===== src/hdl/rxpc_consts.vh =====
// Constants for the receive path control register group.
// Assumes word-addressed CSR port with 32-bit data.
`ifndef RXPC_CONSTS_VH
`define RXPC_CONSTS_VH

// Word offsets
`define RXPC_OFF_PATH_DISABLE 8'h00
`define RXPC_OFF_PATH_STATE 8'h01
`define RXPC_OFF_STRIP_CTRL 8'h40
`define RXPC_OFF_FCS_CHECK 8'h80
`define RXPC_OFF_TRUNC_LO 8'hC0
`define RXPC_OFF_TRUNC_HI 8'hC1

// Field positions
`define RXPC_BIT_DISABLE 0
`define RXPC_BIT_STRIP_FCS 0
`define RXPC_BIT_STRIP_PAD 1
`define RXPC_BIT_CHECK_FCS 1

// Reset values
`define RXPC_RST_DISABLE 1'h0
`define RXPC_RST_STRIP 2'h1
`define RXPC_RST_CHECK 2'h2

// Widths and sizes
`define RXPC_CNT_W 36
`define RXPC_ADDR_W 8
`define RXPC_FCS_BYTES 3'h4
`define RXPC_MIN_PAYLOAD 16'h002E

`endif


===== src/hdl/rxpc_skid_buf.v =====
// Two-entry buffer with valid/ready on both sides.
// Assumes one clock and an asynchronous active-high reset.
`timescale 1ns/1ps
`default_nettype none
module rxpc_skid_buf #(
    parameter W = 72
) (
    // Clock and reset
    input wire clk,
    input wire rst,
    // Fill side
    input wire in_valid,
    output wire in_ready,
    input wire [W-1:0] in_data,
    // Drain side
    output wire out_valid,
    input wire out_ready,
    output wire [W-1:0] out_data
);
    reg [W-1:0] mem_ff [0:1];
    reg wr_ptr_ff;
    reg rd_ptr_ff;
    reg [1:0] cnt_ff;
    wire push;
    wire pop;

    assign in_ready = (cnt_ff != 2'h2);
    assign out_valid = (cnt_ff != 2'h0);
    assign out_data = mem_ff[rd_ptr_ff];
    assign push = in_valid && in_ready;
    assign pop = out_valid && out_ready;

    always @(posedge clk) begin
        if (push) begin
            mem_ff[wr_ptr_ff] <= in_data;
        end
    end

    always @(posedge clk or posedge rst) begin
        if (rst) begin
            wr_ptr_ff <= 1'b0;
            rd_ptr_ff <= 1'b0;
            cnt_ff <= 2'h0;
        end else begin
            if (push) begin
                wr_ptr_ff <= ~wr_ptr_ff;
            end
            if (pop) begin
                rd_ptr_ff <= ~rd_ptr_ff;
            end
            cnt_ff <= cnt_ff + {1'b0, push} - {1'b0, pop};
        end
    end
endmodule // rxpc_skid_buf
`default_nettype wire


===== src/hdl/rxpc_regs.v =====
// Receive path control and status registers with frame stream filter.
// Assumes a word-addressed CSR port and a 64-bit receive stream whose
// upstream marks FCS bytes, pad bytes and CRC result per beat.
`timescale 1ns/1ps
`default_nettype none
`include "rxpc_consts.vh"
module rxpc_regs (
    // Clock and reset
    input wire clk,
    input wire rst,
    // CSR port
    input wire [7:0] csr_address,
    input wire csr_read,
    input wire csr_write,
    input wire [31:0] csr_writedata,
    output reg [31:0] csr_readdata,
    // Receive stream from the MAC core
    input wire in_valid,
    output wire in_ready,
    input wire [63:0] in_data,
    input wire in_sop,
    input wire in_eop,
    input wire [7:0] in_byte_en,
    input wire [7:0] in_fcs_bytes,
    input wire [7:0] in_pad_bytes,
    input wire in_crc_bad,
    input wire in_overflow_trunc,
    // Receive stream to the client
    output wire rx_stream_valid,
    input wire rx_stream_ready,
    output wire [63:0] rx_stream_data_out,
    output wire rx_stream_sop,
    output wire rx_stream_eop,
    output wire [7:0] rx_stream_byte_en,
    output wire rx_stream_crc_err
);
    // Packing of one buffered beat, high to low
    localparam BUF_W = 75;
    localparam BP_SOP = 74;
    localparam BP_EOP = 73;
    localparam BP_BE_HI = 72;
    localparam BP_BE_LO = 65;
    localparam BP_D_HI = 64;
    localparam BP_D_LO = 1;
    localparam BP_ERR = 0;
    localparam [`RXPC_CNT_W-1:0] CNT_ONE = {{(`RXPC_CNT_W-1){1'b0}}, 1'b1};

    reg disable_ff;
    reg [1:0] strip_ff;
    reg [1:0] check_ff;
    reg [`RXPC_CNT_W-1:0] trunc_cnt_ff;
    reg drop_frame_ff;
    reg [31:0] nxt_readdata;
    reg [7:0] keep_en;
    reg [`RXPC_CNT_W-1:0] nxt_cnt;
    wire drop_now;
    wire beat_take;
    wire fwd_valid;
    wire [BUF_W-1:0] buf_in;
    wire [BUF_W-1:0] buf_out;
    wire buf_in_ready;
    wire hi_read;
    wire trunc_event;
    wire crc_flag;
    reg in_frame_ff;

    // Offset match shared by write strobes and the clearing read
    function addr_is;
        input [7:0] addr;
        input [7:0] off;
        begin
            addr_is = (addr == off);
        end
    endfunction

    // CSR write strobe for one word offset
    function wr_hit;
        input [7:0] addr;
        input [7:0] off;
        begin
            wr_hit = csr_write && addr_is(addr, off);
        end
    endfunction

    // Register writes; reserved bits dropped
    always @(posedge clk or posedge rst) begin
        if (rst) begin
            disable_ff <= `RXPC_RST_DISABLE;
            strip_ff <= `RXPC_RST_STRIP;
            check_ff <= `RXPC_RST_CHECK;
        end else begin
            if (wr_hit(csr_address, `RXPC_OFF_PATH_DISABLE)) begin
                disable_ff <= csr_writedata[`RXPC_BIT_DISABLE];
            end
            if (wr_hit(csr_address, `RXPC_OFF_STRIP_CTRL)) begin
                strip_ff <= csr_writedata[1:0];
            end
            if (wr_hit(csr_address, `RXPC_OFF_FCS_CHECK)) begin
                check_ff <= csr_writedata[1:0];
            end
        end
    end

    // Read mux
    always @* begin
        nxt_readdata = 32'h00000000;
        case (csr_address)
            `RXPC_OFF_PATH_DISABLE: nxt_readdata[0] = disable_ff;
            `RXPC_OFF_PATH_STATE: nxt_readdata[0] = disable_ff;
            `RXPC_OFF_STRIP_CTRL: nxt_readdata[1:0] = strip_ff;
            `RXPC_OFF_FCS_CHECK: nxt_readdata[1:0] = check_ff;
            `RXPC_OFF_TRUNC_LO: nxt_readdata = trunc_cnt_ff[31:0];
            `RXPC_OFF_TRUNC_HI: nxt_readdata[3:0] = trunc_cnt_ff[35:32];
            default: nxt_readdata = 32'h00000000;
        endcase
    end

    // Read data is captured only on a read strobe
    always @(posedge clk or posedge rst) begin
        if (rst) begin
            csr_readdata <= 32'h00000000;
        end else if (csr_read) begin
            csr_readdata <= nxt_readdata;
        end
    end

    // Truncation counter; a count in the clearing cycle survives
    assign hi_read = csr_read && addr_is(csr_address, `RXPC_OFF_TRUNC_HI);
    assign beat_take = in_valid && in_ready;
    assign trunc_event = beat_take && in_eop && in_overflow_trunc;

    always @* begin
        nxt_cnt = trunc_cnt_ff;
        if (hi_read) begin
            nxt_cnt = {`RXPC_CNT_W{1'b0}};
        end
        if (trunc_event) begin
            nxt_cnt = nxt_cnt + CNT_ONE;
        end
    end

    always @(posedge clk or posedge rst) begin
        if (rst) begin
            trunc_cnt_ff <= {`RXPC_CNT_W{1'b0}};
        end else begin
            trunc_cnt_ff <= nxt_cnt;
        end
    end

    // Drop decision latched at start of frame so frames stay whole
    assign drop_now = in_sop ? disable_ff :
                      (in_frame_ff ? drop_frame_ff : disable_ff);

    always @(posedge clk or posedge rst) begin
        if (rst) begin
            drop_frame_ff <= 1'b0;
        end else if (beat_take && in_sop) begin
            drop_frame_ff <= disable_ff;
        end
    end

    // Open-frame flag; beats outside a frame follow the live disable bit
    always @(posedge clk or posedge rst) begin
        if (rst) begin
            in_frame_ff <= 1'b0;
        end else if (beat_take) begin
            in_frame_ff <= !in_eop && (in_sop || in_frame_ff);
        end
    end

    // Byte stripping
    always @* begin
        keep_en = in_byte_en;
        if (strip_ff[`RXPC_BIT_STRIP_PAD]) begin
            keep_en = in_byte_en & ~in_fcs_bytes & ~in_pad_bytes;
        end else if (strip_ff[`RXPC_BIT_STRIP_FCS]) begin
            keep_en = in_byte_en & ~in_fcs_bytes;
        end
    end

    // Beats left empty by stripping are dropped unless they close the frame
    assign fwd_valid = in_valid && !drop_now && ((keep_en != 8'h00) || in_eop);
    assign in_ready = buf_in_ready || drop_now;
    assign crc_flag = check_ff[`RXPC_BIT_CHECK_FCS] && in_crc_bad;
    assign buf_in = {in_sop, in_eop, keep_en, in_data,
                     crc_flag};

    // Stall buffer toward the client
    rxpc_skid_buf #(
        .W(BUF_W)
    ) u_buf (
        .clk(clk),
        .rst(rst),
        .in_valid(fwd_valid),
        .in_ready(buf_in_ready),
        .in_data(buf_in),
        .out_valid(rx_stream_valid),
        .out_ready(rx_stream_ready),
        .out_data(buf_out)
    );

    // Unpack the buffered beat
    assign rx_stream_sop = buf_out[BP_SOP];
    assign rx_stream_eop = buf_out[BP_EOP];
    assign rx_stream_byte_en = buf_out[BP_BE_HI:BP_BE_LO];
    assign rx_stream_data_out = buf_out[BP_D_HI:BP_D_LO];
    assign rx_stream_crc_err = buf_out[BP_ERR];
endmodule // rxpc_regs
`default_nettype wire


===== config.mk =====
export PLATFORM = sky130hd
export DESIGN_NAME = rxpc_regs
export DESIGN_NICKNAME = d
export VERILOG_FILES = /design/src/hdl/rxpc_skid_buf.v /design/src/hdl/rxpc_regs.v
export VERILOG_INCLUDE_DIRS = /design/src /design/src/hdl
export SDC_FILE = /design/constraint.sdc
export NUM_CORES = 1
export LEC_CHECK = 0
export BUFFER_PORTS_ARGS = -buffer_cell sky130_fd_sc_hd__buf_4
export CORE_MARGIN = 5
export CORE_UTILIZATION = 34
export CTS_CLUSTER_DIAMETER = 120
export DETAILED_ROUTE_END_ITERATION = 10
export SLEW_MARGIN = 20
export SYNTH_ARGS = -nofsm -noshare
export SYNTH_HDL_FRONTEND = slang
export SYNTH_SLANG_ARGS = --single-unit

===== constraint.sdc =====
create_clock -name clk -period 4.44 [get_ports clk]
set_input_delay 0.444 -clock clk [delete_from_list [all_inputs] [get_ports clk]]
set_output_delay 0.444 -clock clk [all_outputs]
set_load 0.05 [all_outputs]

Word level (Yosys, flattened, before mapping) --
Memory sizes are Yosys's and may differ from the RTL's. Index checks and enable logic that the tools add are counted.
Operators by class: $add $sub $neg 3, multiply operators 0, divide/modulo/power cells 0, order comparisons 0, equal/unequal tests 6, shifts and indexed selects 0, mux-type cells 12, bitwise gates (word level) 6, reduce and logical (&&, ||, !) cells 23
Operators with widths (number):
- two-way mux 36 bit | 2
- adder 36 x 1 -> 36 bit, second input constant | 1
- two-way mux 28 bit | 1
- == test 8 bit, second input constant | 3
- AND 8 bit | 2
- two-way mux 8 bit | 2
- NOT 8 bit | 2
- logical AND 1 bit | 14
- == test 8 x 1 -> 1 bit, second input constant | 1
- == test 8 x 7 -> 1 bit, second input constant | 1
- logical NOT 8 bit | 1
- nonzero test 8 bit | 1
- one-hot mux 1 bit (5 select lines) | 1
- two-way mux 1 bit | 4
- one-hot mux 1 bit (4 select lines) | 1
- one-hot mux 2 bit (2 select lines) | 1
- logical OR 1 bit | 3
- adder 2 x 1 -> 2 bit | 1
- logical NOT 1 bit | 2
- != test 2 bit, second input constant | 1
- NOT 1 bit | 2
- nonzero test 2 bit | 1
- OR reduction 2 bit | 1
- subtractor 2 x 1 -> 2 bit | 1
Storage, ports and cells: bits in registers 79, latch bits 0, memory bits (writable) 150, memory bits (read-only) 0, bits of input ports 138, output and inout bits 109, word-level logic and storage cells 61, memories kept 1
Memories:
- u_buf.mem_ff | depth 2, bits a word 75, read ports 1, clocked after Yosys merged registers in 0, write ports 1, line rxpc_skid_buf.v:20 | reg [W-1:0] mem_ff [0:1];

Logic depth before layout (Yosys ltp) --
Gate-level depths: netlist of run 1.
depth in word-level cells 10, mapped depth 11, depth with buffers taken out 8

Cells and area by module --
Synthesis of run 1 repeated with hierarchy kept, for this count alone.
Second synthesis, totals: cells, all modules 643, area total of the unflattened synthesis 9565.4 um2
Modules (own cells, without submodules):
- rxpc_skid_buf | instances 1, cells an instance 251, area each 5766.8 um2, seq. area each 4604.4 um2
- rxpc_regs | instances 1, cells an instance 392, area each 3798.6 um2, seq. area each 1879.3 um2

Worst setup path before layout of run 1 --
Ideal clock, no wire load.
kind input to register, start point input port in_sop, end point memory u_buf.mem_ff[0][0] (netlist name), enable pin, library setup time 509 ps, arrival 4323 ps, setup slack -392 ps, cell stages on the path 5, buffers on the path 0, cells stage by stage nor2b_2 mux2i_1 and3_1 o31ai_1 nor2_1
Between the ends: longest elaborated chain between the ends 7
Ends and longest elaborated chain:
- from (decl) | line rxpc_regs.v:21 | input wire in_sop,
- two-way mux 1 bit | line rxpc_regs.v:151 | assign drop_now = in_sop ? disable_ff :
- logical NOT 1 bit | line rxpc_regs.v:182 | assign fwd_valid = in_valid && !drop_now && ((keep_en != 8'h00) || in_eop);
- logical AND 1 bit (2 in a row) | line rxpc_regs.v:182
- logical AND 1 bit | line rxpc_skid_buf.v:30 | assign push = in_valid && in_ready;
- two-way mux 1 bit | line rxpc_skid_buf.v:34 | if (push) begin
- two-way mux 1 bit (implied by the code) | line rxpc_skid_buf.v:35 | mem_ff[wr_ptr_ff] <= in_data;
- to (decl) | line rxpc_skid_buf.v:20
No other way between the ends.

Final worst setup path of run 1 --
start point register strip_ff[0], end point memory u_buf.mem_ff[0][22] (netlist name), enable pin
Between the ends: longest elaborated chain between the ends 8
Ends and longest elaborated chain:
- from (decl) | line rxpc_regs.v:49 | reg [1:0] strip_ff;
- from (signal assigned) | line rxpc_regs.v:89 | strip_ff <= `RXPC_RST_STRIP;
- from (signal assigned) | line rxpc_regs.v:96 | strip_ff <= csr_writedata[1:0];
- two-way mux 8 bit | line rxpc_regs.v:176 | end else if (strip_ff[`RXPC_BIT_STRIP_FCS]) begin
- two-way mux 8 bit | line rxpc_regs.v:174 | if (strip_ff[`RXPC_BIT_STRIP_PAD]) begin
- nonzero test 8 bit | line rxpc_regs.v:182
- logical OR 1 bit | line rxpc_regs.v:182
- logical AND 1 bit | line rxpc_regs.v:182
- logical AND 1 bit | line rxpc_skid_buf.v:30
- two-way mux 1 bit | line rxpc_skid_buf.v:34
- two-way mux 1 bit (implied by the code) | line rxpc_skid_buf.v:35
No other way between the ends.

==> metrics.yaml, run 1 <==
outcome: "finished clean"
proportion_of_layout_cells_with_a_drive_suffix_above_1_pct: 38.4
ys_seq_elements: 229
timing_worst_setup_path_type: "reg -> reg"
place_congestion: 0.738
cts.reportedPaths.clkPinSlew_ns: 0.06
design_power_total_w: 0.00774
cts-htree-levels: 1
design.core.area_um2: 27800
clock-skew-final_ns: 0.0105
yosysSeqAreaShare_pct: 67.7
routed-via-count: 6211
hold_viol_final: 0
syn-mean-instance-area_um2: 13.8
boundaryPins: 247
root_buf_cell: "sky130_fd_sc_hd__clkbuf_16"
first_pass_grt_wire_length_um: 34500
crit_required_ns: 4.67
die_x_um: 178
vdd_drop_max_mv: 0.333
rsz_0062_raised_after_global_routing: "false"
worst_slack_ns: 1.27
io_buffers: 216
dpl_worst_slack_ns: 1.30
cts_max_path_buffers: 3
synth_enable_flop_cells: 150
drt-total-wl_um: 22600
hpwl_um: 15300
multi_input_comb_area_um2: 2780
timing.max_cap.violations: 0
numPlacedInstances: 1260
area_added_between_synthesis_and_finish_pct: 30.1
cts-hold-fix-buffers: 0
nFillCells: 2610
ant_nets: 0
powerDensity_nw_per_um2: 621
cts_inserted_buffers: 26
global_route.usage.total_pct: 13.6
worst_slew_pin_tran_ns: 1.11
fmax_ghz: 0.316
leakagePower_nw: 4.87
drt_drc_violations_left: 0
worstPathArrival_ns: 3.40
start_kind: "flip-flop"
timing.final.crit_share_pct: 71.4
design_area_um2: 12500
clock_power_share_pct: 27.9
fin_setup_tns_ns: 0
post_cts_resized: 0
cts_tree: "yes"
detail_route.vias_per_cell: 4.75
cp_max_fo: 53
commonest_cells_after_routing_fill_and_taps_aside: "218 x sky130_fd_sc_hd__buf_4, 150 x sky130_fd_sc_hd__edfxtp_1, 83 x sky130_fd_sc_hd__mux2_2"
postSynthCellCount: 693
postSynth.topFlopCell: "sky130_fd_sc_hd__edfxtp_1"
routed_wire_length_per_instance_um: 17.3
initial_core_util_pct: 34.5
number_of_drc_violations_after_detailed_routing_iteration_0: 384
grt.overflow.total: 0
postSynthNetCount: 834
finalNetCount: 1051
sequential_cell_area_um2: 6490
max_slew_margin_pct: 25.8
report.final.setup_viol: 0
cpPeakStageDelay_ns: 0.87
netSwitchingPower_w: 0.00280
post_synth_num_cell_types: 56
sequentialPowerShare_pct: 38.0
period_minus_slack_ns: 3.17
switching_share_pct: 36.2
report.final.slew_viol_count: 0
antennaDiodeCount: 0
post_dp_cell_area_um2: 11600
p_int_w: 0.00494
number_of_global_route_vias_before_repair: 6309
layout.cells.non_filler: 1307
drt_pass1_iterations: 4
synth_warnings: 0
min-delay-path-class: "in -> async"
antenna_found_initial: 1
final_common_cell: "sky130_fd_sc_hd__buf_4"
setup.worst_path.end_class: "flip-flop"
post_cts_buffers: 0
grt_max_degree: 77
insertion_delay_ns: 0.52
comb_power_share_pct: 34.1
design.die.area_um2: 31600
async_reset_ff_share_pct: 34.5
floorplan.rows: 61
numClockSinks: 229
crit_path_cell_trace: "a21oi_1 > o21ai_0 > nand4b_1 > o31ai_1 > nor2_4 > buf_12"
dieHeight_um: 178
cp_slowest_cell: "sky130_fd_sc_hd__o31ai_1"
synthesis.area_um2: 9580
## cell usage after synthesis, types with 3 or more instances
cell / number / area [µm²]
sky130_fd_sc_hd__edfxtp_1: 150 / 4500
sky130_fd_sc_hd__mux2_2: 83 / 935
sky130_fd_sc_hd__dfrtp_1: 77 / 1930
sky130_fd_sc_hd__nand2_1: 58 / 218
sky130_fd_sc_hd__inv_1: 49 / 184
sky130_fd_sc_hd__o21ai_0: 36 / 180
sky130_fd_sc_hd__a21oi_1: 28 / 140
sky130_fd_sc_hd__nor2_1: 24 / 90.1
sky130_fd_sc_hd__clkbuf_1: 15 / 56.3
sky130_fd_sc_hd__nand3_1: 14 / 70.1
sky130_fd_sc_hd__xnor2_1: 13 / 114
sky130_fd_sc_hd__o31ai_1: 12 / 90.1
sky130_fd_sc_hd__or4_1: 12 / 90.1
sky130_fd_sc_hd__nor4_1: 11 / 68.8
sky130_fd_sc_hd__buf_2: 10 / 50.1
sky130_fd_sc_hd__nand2b_1: 9 / 56.3
sky130_fd_sc_hd__and2_1: 8 / 50.1
sky130_fd_sc_hd__mux2i_1: 8 / 80.1
sky130_fd_sc_hd__nand4_1: 8 / 50.1
sky130_fd_sc_hd__o21ai_1: 5 / 25.0
sky130_fd_sc_hd__nor2b_1: 4 / 25.0
sky130_fd_sc_hd__or3_1: 4 / 25.0
sky130_fd_sc_hd__a2111oi_0: 3 / 26.3
sky130_fd_sc_hd__and3_1: 3 / 18.8
sky130_fd_sc_hd__and4_1: 3 / 26.3
sky130_fd_sc_hd__buf_1: 3 / 11.3
sky130_fd_sc_hd__buf_6: 3 / 33.8
sky130_fd_sc_hd__ha_1: 3 / 37.5
sky130_fd_sc_hd__xor2_1: 3 / 26.3
## final timing paths
kind / from / to / slack (ns) / depth (start not counted)
max: strip_ff[0] / u_buf.mem_ff[0][22] / 1.27 / 6
min: rst / csr_readdata[29] / 0.04 / 2
max reg2reg: strip_ff[0] / u_buf.mem_ff[0][22] / 1.27 / 6
min reg2reg: csr_readdata[6] / csr_readdata[6] / 0.51 / 2
max in group asynchronous: rst / check_ff[1] / 3.55 / 3
min in group clk: in_data[26] / u_buf.mem_ff[0][27] / 0.11 / 1
## critical path: cells and delay by family (launching register included)
family / cells / cell delay [ns]
flip-flops: 1 / 0.67
AO/OA/AOI/OAI: 3 / 1.36
AND/OR/NAND/NOR: 2 / 0.50
buffers and inverters: 1 / 0.31
## per-layer routing
metal | wire (µm) | share of wire [%] | track usage [%] | vias to the layer above
li1 | - | - | - | 2973
met1 | 9810 | 43 | 17.8 | 3019
met2 | 10600 | 47 | 22.8 | 183
met3 | 1780 | 7.9 | 3.77 | 34
met4 | 389 | 1.7 | 3.09 | 2
met5 | 7 | 0.031 | 0 | -
## power by group through the flow
stage / clock network, W / registers, W / logic [W]
floorplan: 0 / 0.00285 / 0.00197
global placement: 0 / 0.00298 / 0.00267
detailed placement: 0 / 0.00299 / 0.00267
CTS: 0.00222 / 0.00295 / 0.00268
global route: 0.00232 / 0.00299 / 0.00276
finish: 0.00216 / 0.00294 / 0.00264
## flip-flops by register name, summed over array words and instances (netlist names), 2 cells and up
signal	flops
check_ff	2
csr_readdata	32
strip_ff	2
trunc_cnt_ff	36
u_buf.cnt_ff	2
u_buf.mem_ff	150
## per-stage QoR
stage / util [%] / hold WS, ns
after CTS: 44.9 / 0.0817
after floorplan: - / 0.468
after global placement: 41.8 / 0.504
final: 44.9 / 0.0427
after detailed placement: 41.8 / 0.502
after global routing: 44.9 / 0.0849
## final cells by class
class,instances,share of cell area (%)
repair buffers,220,13.4
flip-flops and latches,229,52.0
multi-input cells,384,22.3
clock inverters,12,1.26
well taps,378,3.79
inverters,49,1.50
clock buffers,35,5.66
## logic make-up after synthesis
family / synth area share, %
flops: 67.7
simple gates: 9.73
compound gates: 6.68
mux: 10.6
buf+inv: 3.50
xor+xnor: 1.46
fa+ha+maj: 0.392
No activity file was read; power rests on OpenSTA's default activity.
==> run 2, diff against run 1 <==
- clock period: 4.44 -> 2.6 ns (I/O delays scaled with it)
==> metrics.yaml, run 2 (synthesis results as in run 1) <==
drt-total-wl_um: 23700  # was 22600 µm
reg2reg_depth: 7  # was 6
routed-via-count: 6597  # was 6211
die_x_um: 178  # unchanged
proportion_of_layout_cells_with_a_drive_suffix_above_1_pct: 37.4  # was 38.4%
area_added_between_synthesis_and_finish_pct: 38.9  # was 30.1%
final_common_cell: "sky130_fd_sc_hd__buf_4"  # unchanged
clock-skew-final_ns: 0.0154  # was 0.0105 ns
start_kind: "flip-flop"  # unchanged
top_regs: "u_buf.mem_ff: 150 flops, trunc_cnt_ff: 36 flops, csr_readdata: 32 flops"  # unchanged
outcome: "finished clean"  # unchanged
cpPeakStageDelay_ns: 0.74  # was 0.87 ns
cp_max_fo: 31  # was 53
rsz_0062_raised_after_global_routing: "false"  # unchanged
worstReg2RegStart: "strip_ff[1]"  # was strip_ff[0]
numClockSinks: 229  # unchanged
grt_use_met1_pct: 19.0  # was 17.8%
gr-max-usage-layer: "met2"  # unchanged
vdd_drop_max_mv: 0.545  # was 0.333 mV
routed_wire_length_per_instance_um: 17.0  # was 17.3 µm
cpMostUsedCell: "sky130_fd_sc_hd__buf_4"
initial_core_util_pct: 34.5  # unchanged
hpwl_um: 15900  # was 15300 µm
number_of_global_route_vias_before_repair: 6685  # was 6309
report.final.setup_viol: 0  # unchanged
worst_setup_path_endpoint: "rx_stream_data_out[56]"  # was u_buf.mem_ff[0][22]
io_buffers: 216  # unchanged
worst_reg2reg_endpoint: "u_buf.mem_ff[1][1]"  # was u_buf.mem_ff[0][22]
setup.worst_path.end_class: "output pin"  # was flip-flop
floorplan.rows: 61  # unchanged
min-delay-path-class: "in -> reg"  # was in -> async
post-route-util_pct: 47.9  # was 44.9%
post_cts_resized: 0  # unchanged
design.core.area_um2: 27800  # unchanged
report.final.slew_viol_count: 0  # unchanged
commonest_cells_after_routing_fill_and_taps_aside: "239 x sky130_fd_sc_hd__buf_4, 150 x sky130_fd_sc_hd__edfxtp_1, 83 x sky130_fd_sc_hd__mux2_2"  # was 218 x sky130_fd_sc_hd__buf_4, 150 x sky130_fd_sc_hd__edfxtp_1, 83 x sky130_fd_sc_hd__mux2_2
number_of_drc_violations_after_detailed_routing_iteration_0: 314  # was 384
cts-htree-levels: 1  # unchanged
hold_viol_final: 0  # unchanged
timing.final.crit_share_pct: 93.0
cts_max_path_buffers: 3  # unchanged
design.die.area_um2: 31600  # unchanged
cts.reportedPaths.clkPinSlew_ns: 0.06  # about the same
global_route.usage.total_pct: 14.4  # was 13.6%
detail_route.vias_per_cell: 4.71  # was 4.75
cp_slowest_cell: "sky130_fd_sc_hd__dfrtp_4"  # was sky130_fd_sc_hd__o31ai_1
reg2reg_slack_ns: 0.26  # was 1.27 ns
critPathLaunch: "u_buf.rd_ptr_ff"  # was strip_ff[0]
antenna_found_initial: 1  # unchanged
worst_slew_pin_tran_ns: 0.841  # was 1.11 ns
fmax_ghz: 0.414
finalNetCount: 1144  # was 1051
dieHeight_um: 178  # unchanged
insertion_delay_ns: 0.51  # was 0.52 ns
grt_max_degree: 42  # was 77
grt_util_met2_pct: 24.0  # was 22.8%
regMostFlops: "u_buf.mem_ff"  # unchanged
first_pass_grt_wire_length_um: 36600  # was 34500 µm
timing.max_cap.violations: 0  # unchanged
largest_register_ffs: 150  # unchanged
powerDensity_nw_per_um2: 989  # was 621 nW/µm²
worstPathArrival_ns: 2.16  # was 3.40 ns
period_minus_slack_ns: 2.42
fin_hold_ws_ns: 0.0788  # was 0.0427 ns
grt.overflow.total: 0  # unchanged
place_congestion: 0.807  # was 0.738
crit_required_ns: 2.34  # was 4.67 ns
ant_nets: 0  # unchanged
cts_tree: "yes"  # unchanged
max_slew_margin_pct: 43.9  # was 25.8%
drt_drc_violations_left: 0  # unchanged
cts_inserted_buffers: 24  # was 26
drt_pass1_iterations: 6  # was 4
timing_worst_setup_path_type: "reg -> out"  # was reg -> reg
root_buf_cell: "sky130_fd_sc_hd__clkbuf_16"  # unchanged
boundaryPins: 247  # unchanged
crit_path_cell_trace: "buf_4 > mux2_2 > buf_4"  # was a21oi_1 > o21ai_0 > nand4b_1 > o31ai_1 > nor2_4 > buf_12
grt.met3_usage_pct: 3.43  # was 3.77%
leakagePower_nw: 5.26  # was 4.87 nW
==> run 2: changes by cell type in the layout (fill, tap and decap cells not counted), sizes merged <==
cell and delta:
clkinv +2, dlygate4sd3 +68, nor2 +2, diode +1, clkbuf -1, inv -1
buf +25, bufinv -2, clkinvlp -1
==> run 2: where the power goes <==
group / total, W / internal (W) / switching (W)
sequential: 0.00489 / 0.00461 / 0.000285
clock: 0.00333 / 0.00198 / 0.00134
combinational: 0.00495 / 0.00174 / 0.00321
==> run 2: worst min path at each step <==
stage / slack (ns) / end / depth (start not counted) / from
after floorplan: 0.35 / in_frame_ff / 1 / in_eop
after global placement: 0.43 / csr_readdata[26] / 2 / rst
after detailed placement: 0.42 / csr_readdata[29] / 2 / rst
after CTS: 0.05 / u_buf.mem_ff[1][74] / 2 / in_sop
after global routing: 0.07 / u_buf.mem_ff[1][74] / 2 / in_sop
final: 0.08 / u_buf.mem_ff[1][74] / 2 / in_sop
==> run 2: layout make-up <==
| class | count | area (µm²) |
|---|---|---|
| Antenna cell | 1 | 2.50 |
| Clock buffer | 34 | 669 |
| Clock inverter | 10 | 96.3 |
| Fill cell | 2543 | 14500 |
| Inverter | 49 | 185 |
| Multi-Input combinational cell | 386 | 2800 |
| Sequential cell | 229 | 6490 |
| Tap cell | 378 | 473 |
| Timing Repair Buffer | 313 | 2590 |
==> run 2: critical path, delay by kind of cell, from the launching register on <==
family	cells	cell delay [ns]
buf+inv	2	0.54
flops	1	0.74
mux	1	0.38
==> run 2: metrics by stage <==
| stage | cell area, µm² | power (W) | setup WS (ns) | cells | TNS [ns] |
|---|---|---|---|---|---|
| after floorplan | 9610 | 0.00820 | -0.0166 | 693 | -1.25 |
| after global placement | 11900 | 0.00979 | 0.00667 | 1285 | 0 |
| after detailed placement | 11900 | 0.00983 | -0.00501 | 1285 | -0.0366 |
| after CTS | 13300 | 0.0133 | 0.0940 | 1398 | 0 |
| after global routing | 13300 | 0.0138 | 0.109 | 1400 | 0 |
| final | 13300 | 0.0132 | 0.182 | 1400 | 0 |
==> run 2: routing by layer <==
layer,up-vias,wire [µm]
li1,3159,-
met1,3219,10400
met2,186,11200
met3,33,1660
met4,0,452
met5,-,0
==> run 2: timing repair <==
| action | CTS | global route |
|---|---|---|
| pin swaps | 1 | 1 |
| buffers inserted | 0 | 0 |
| cloned | 1 | 1 |
| setup endpoints to repair | 8 | 36 |
| hold buffers | 68 | 0 |
| endpoints found under the hold margin | 175 | 0 |
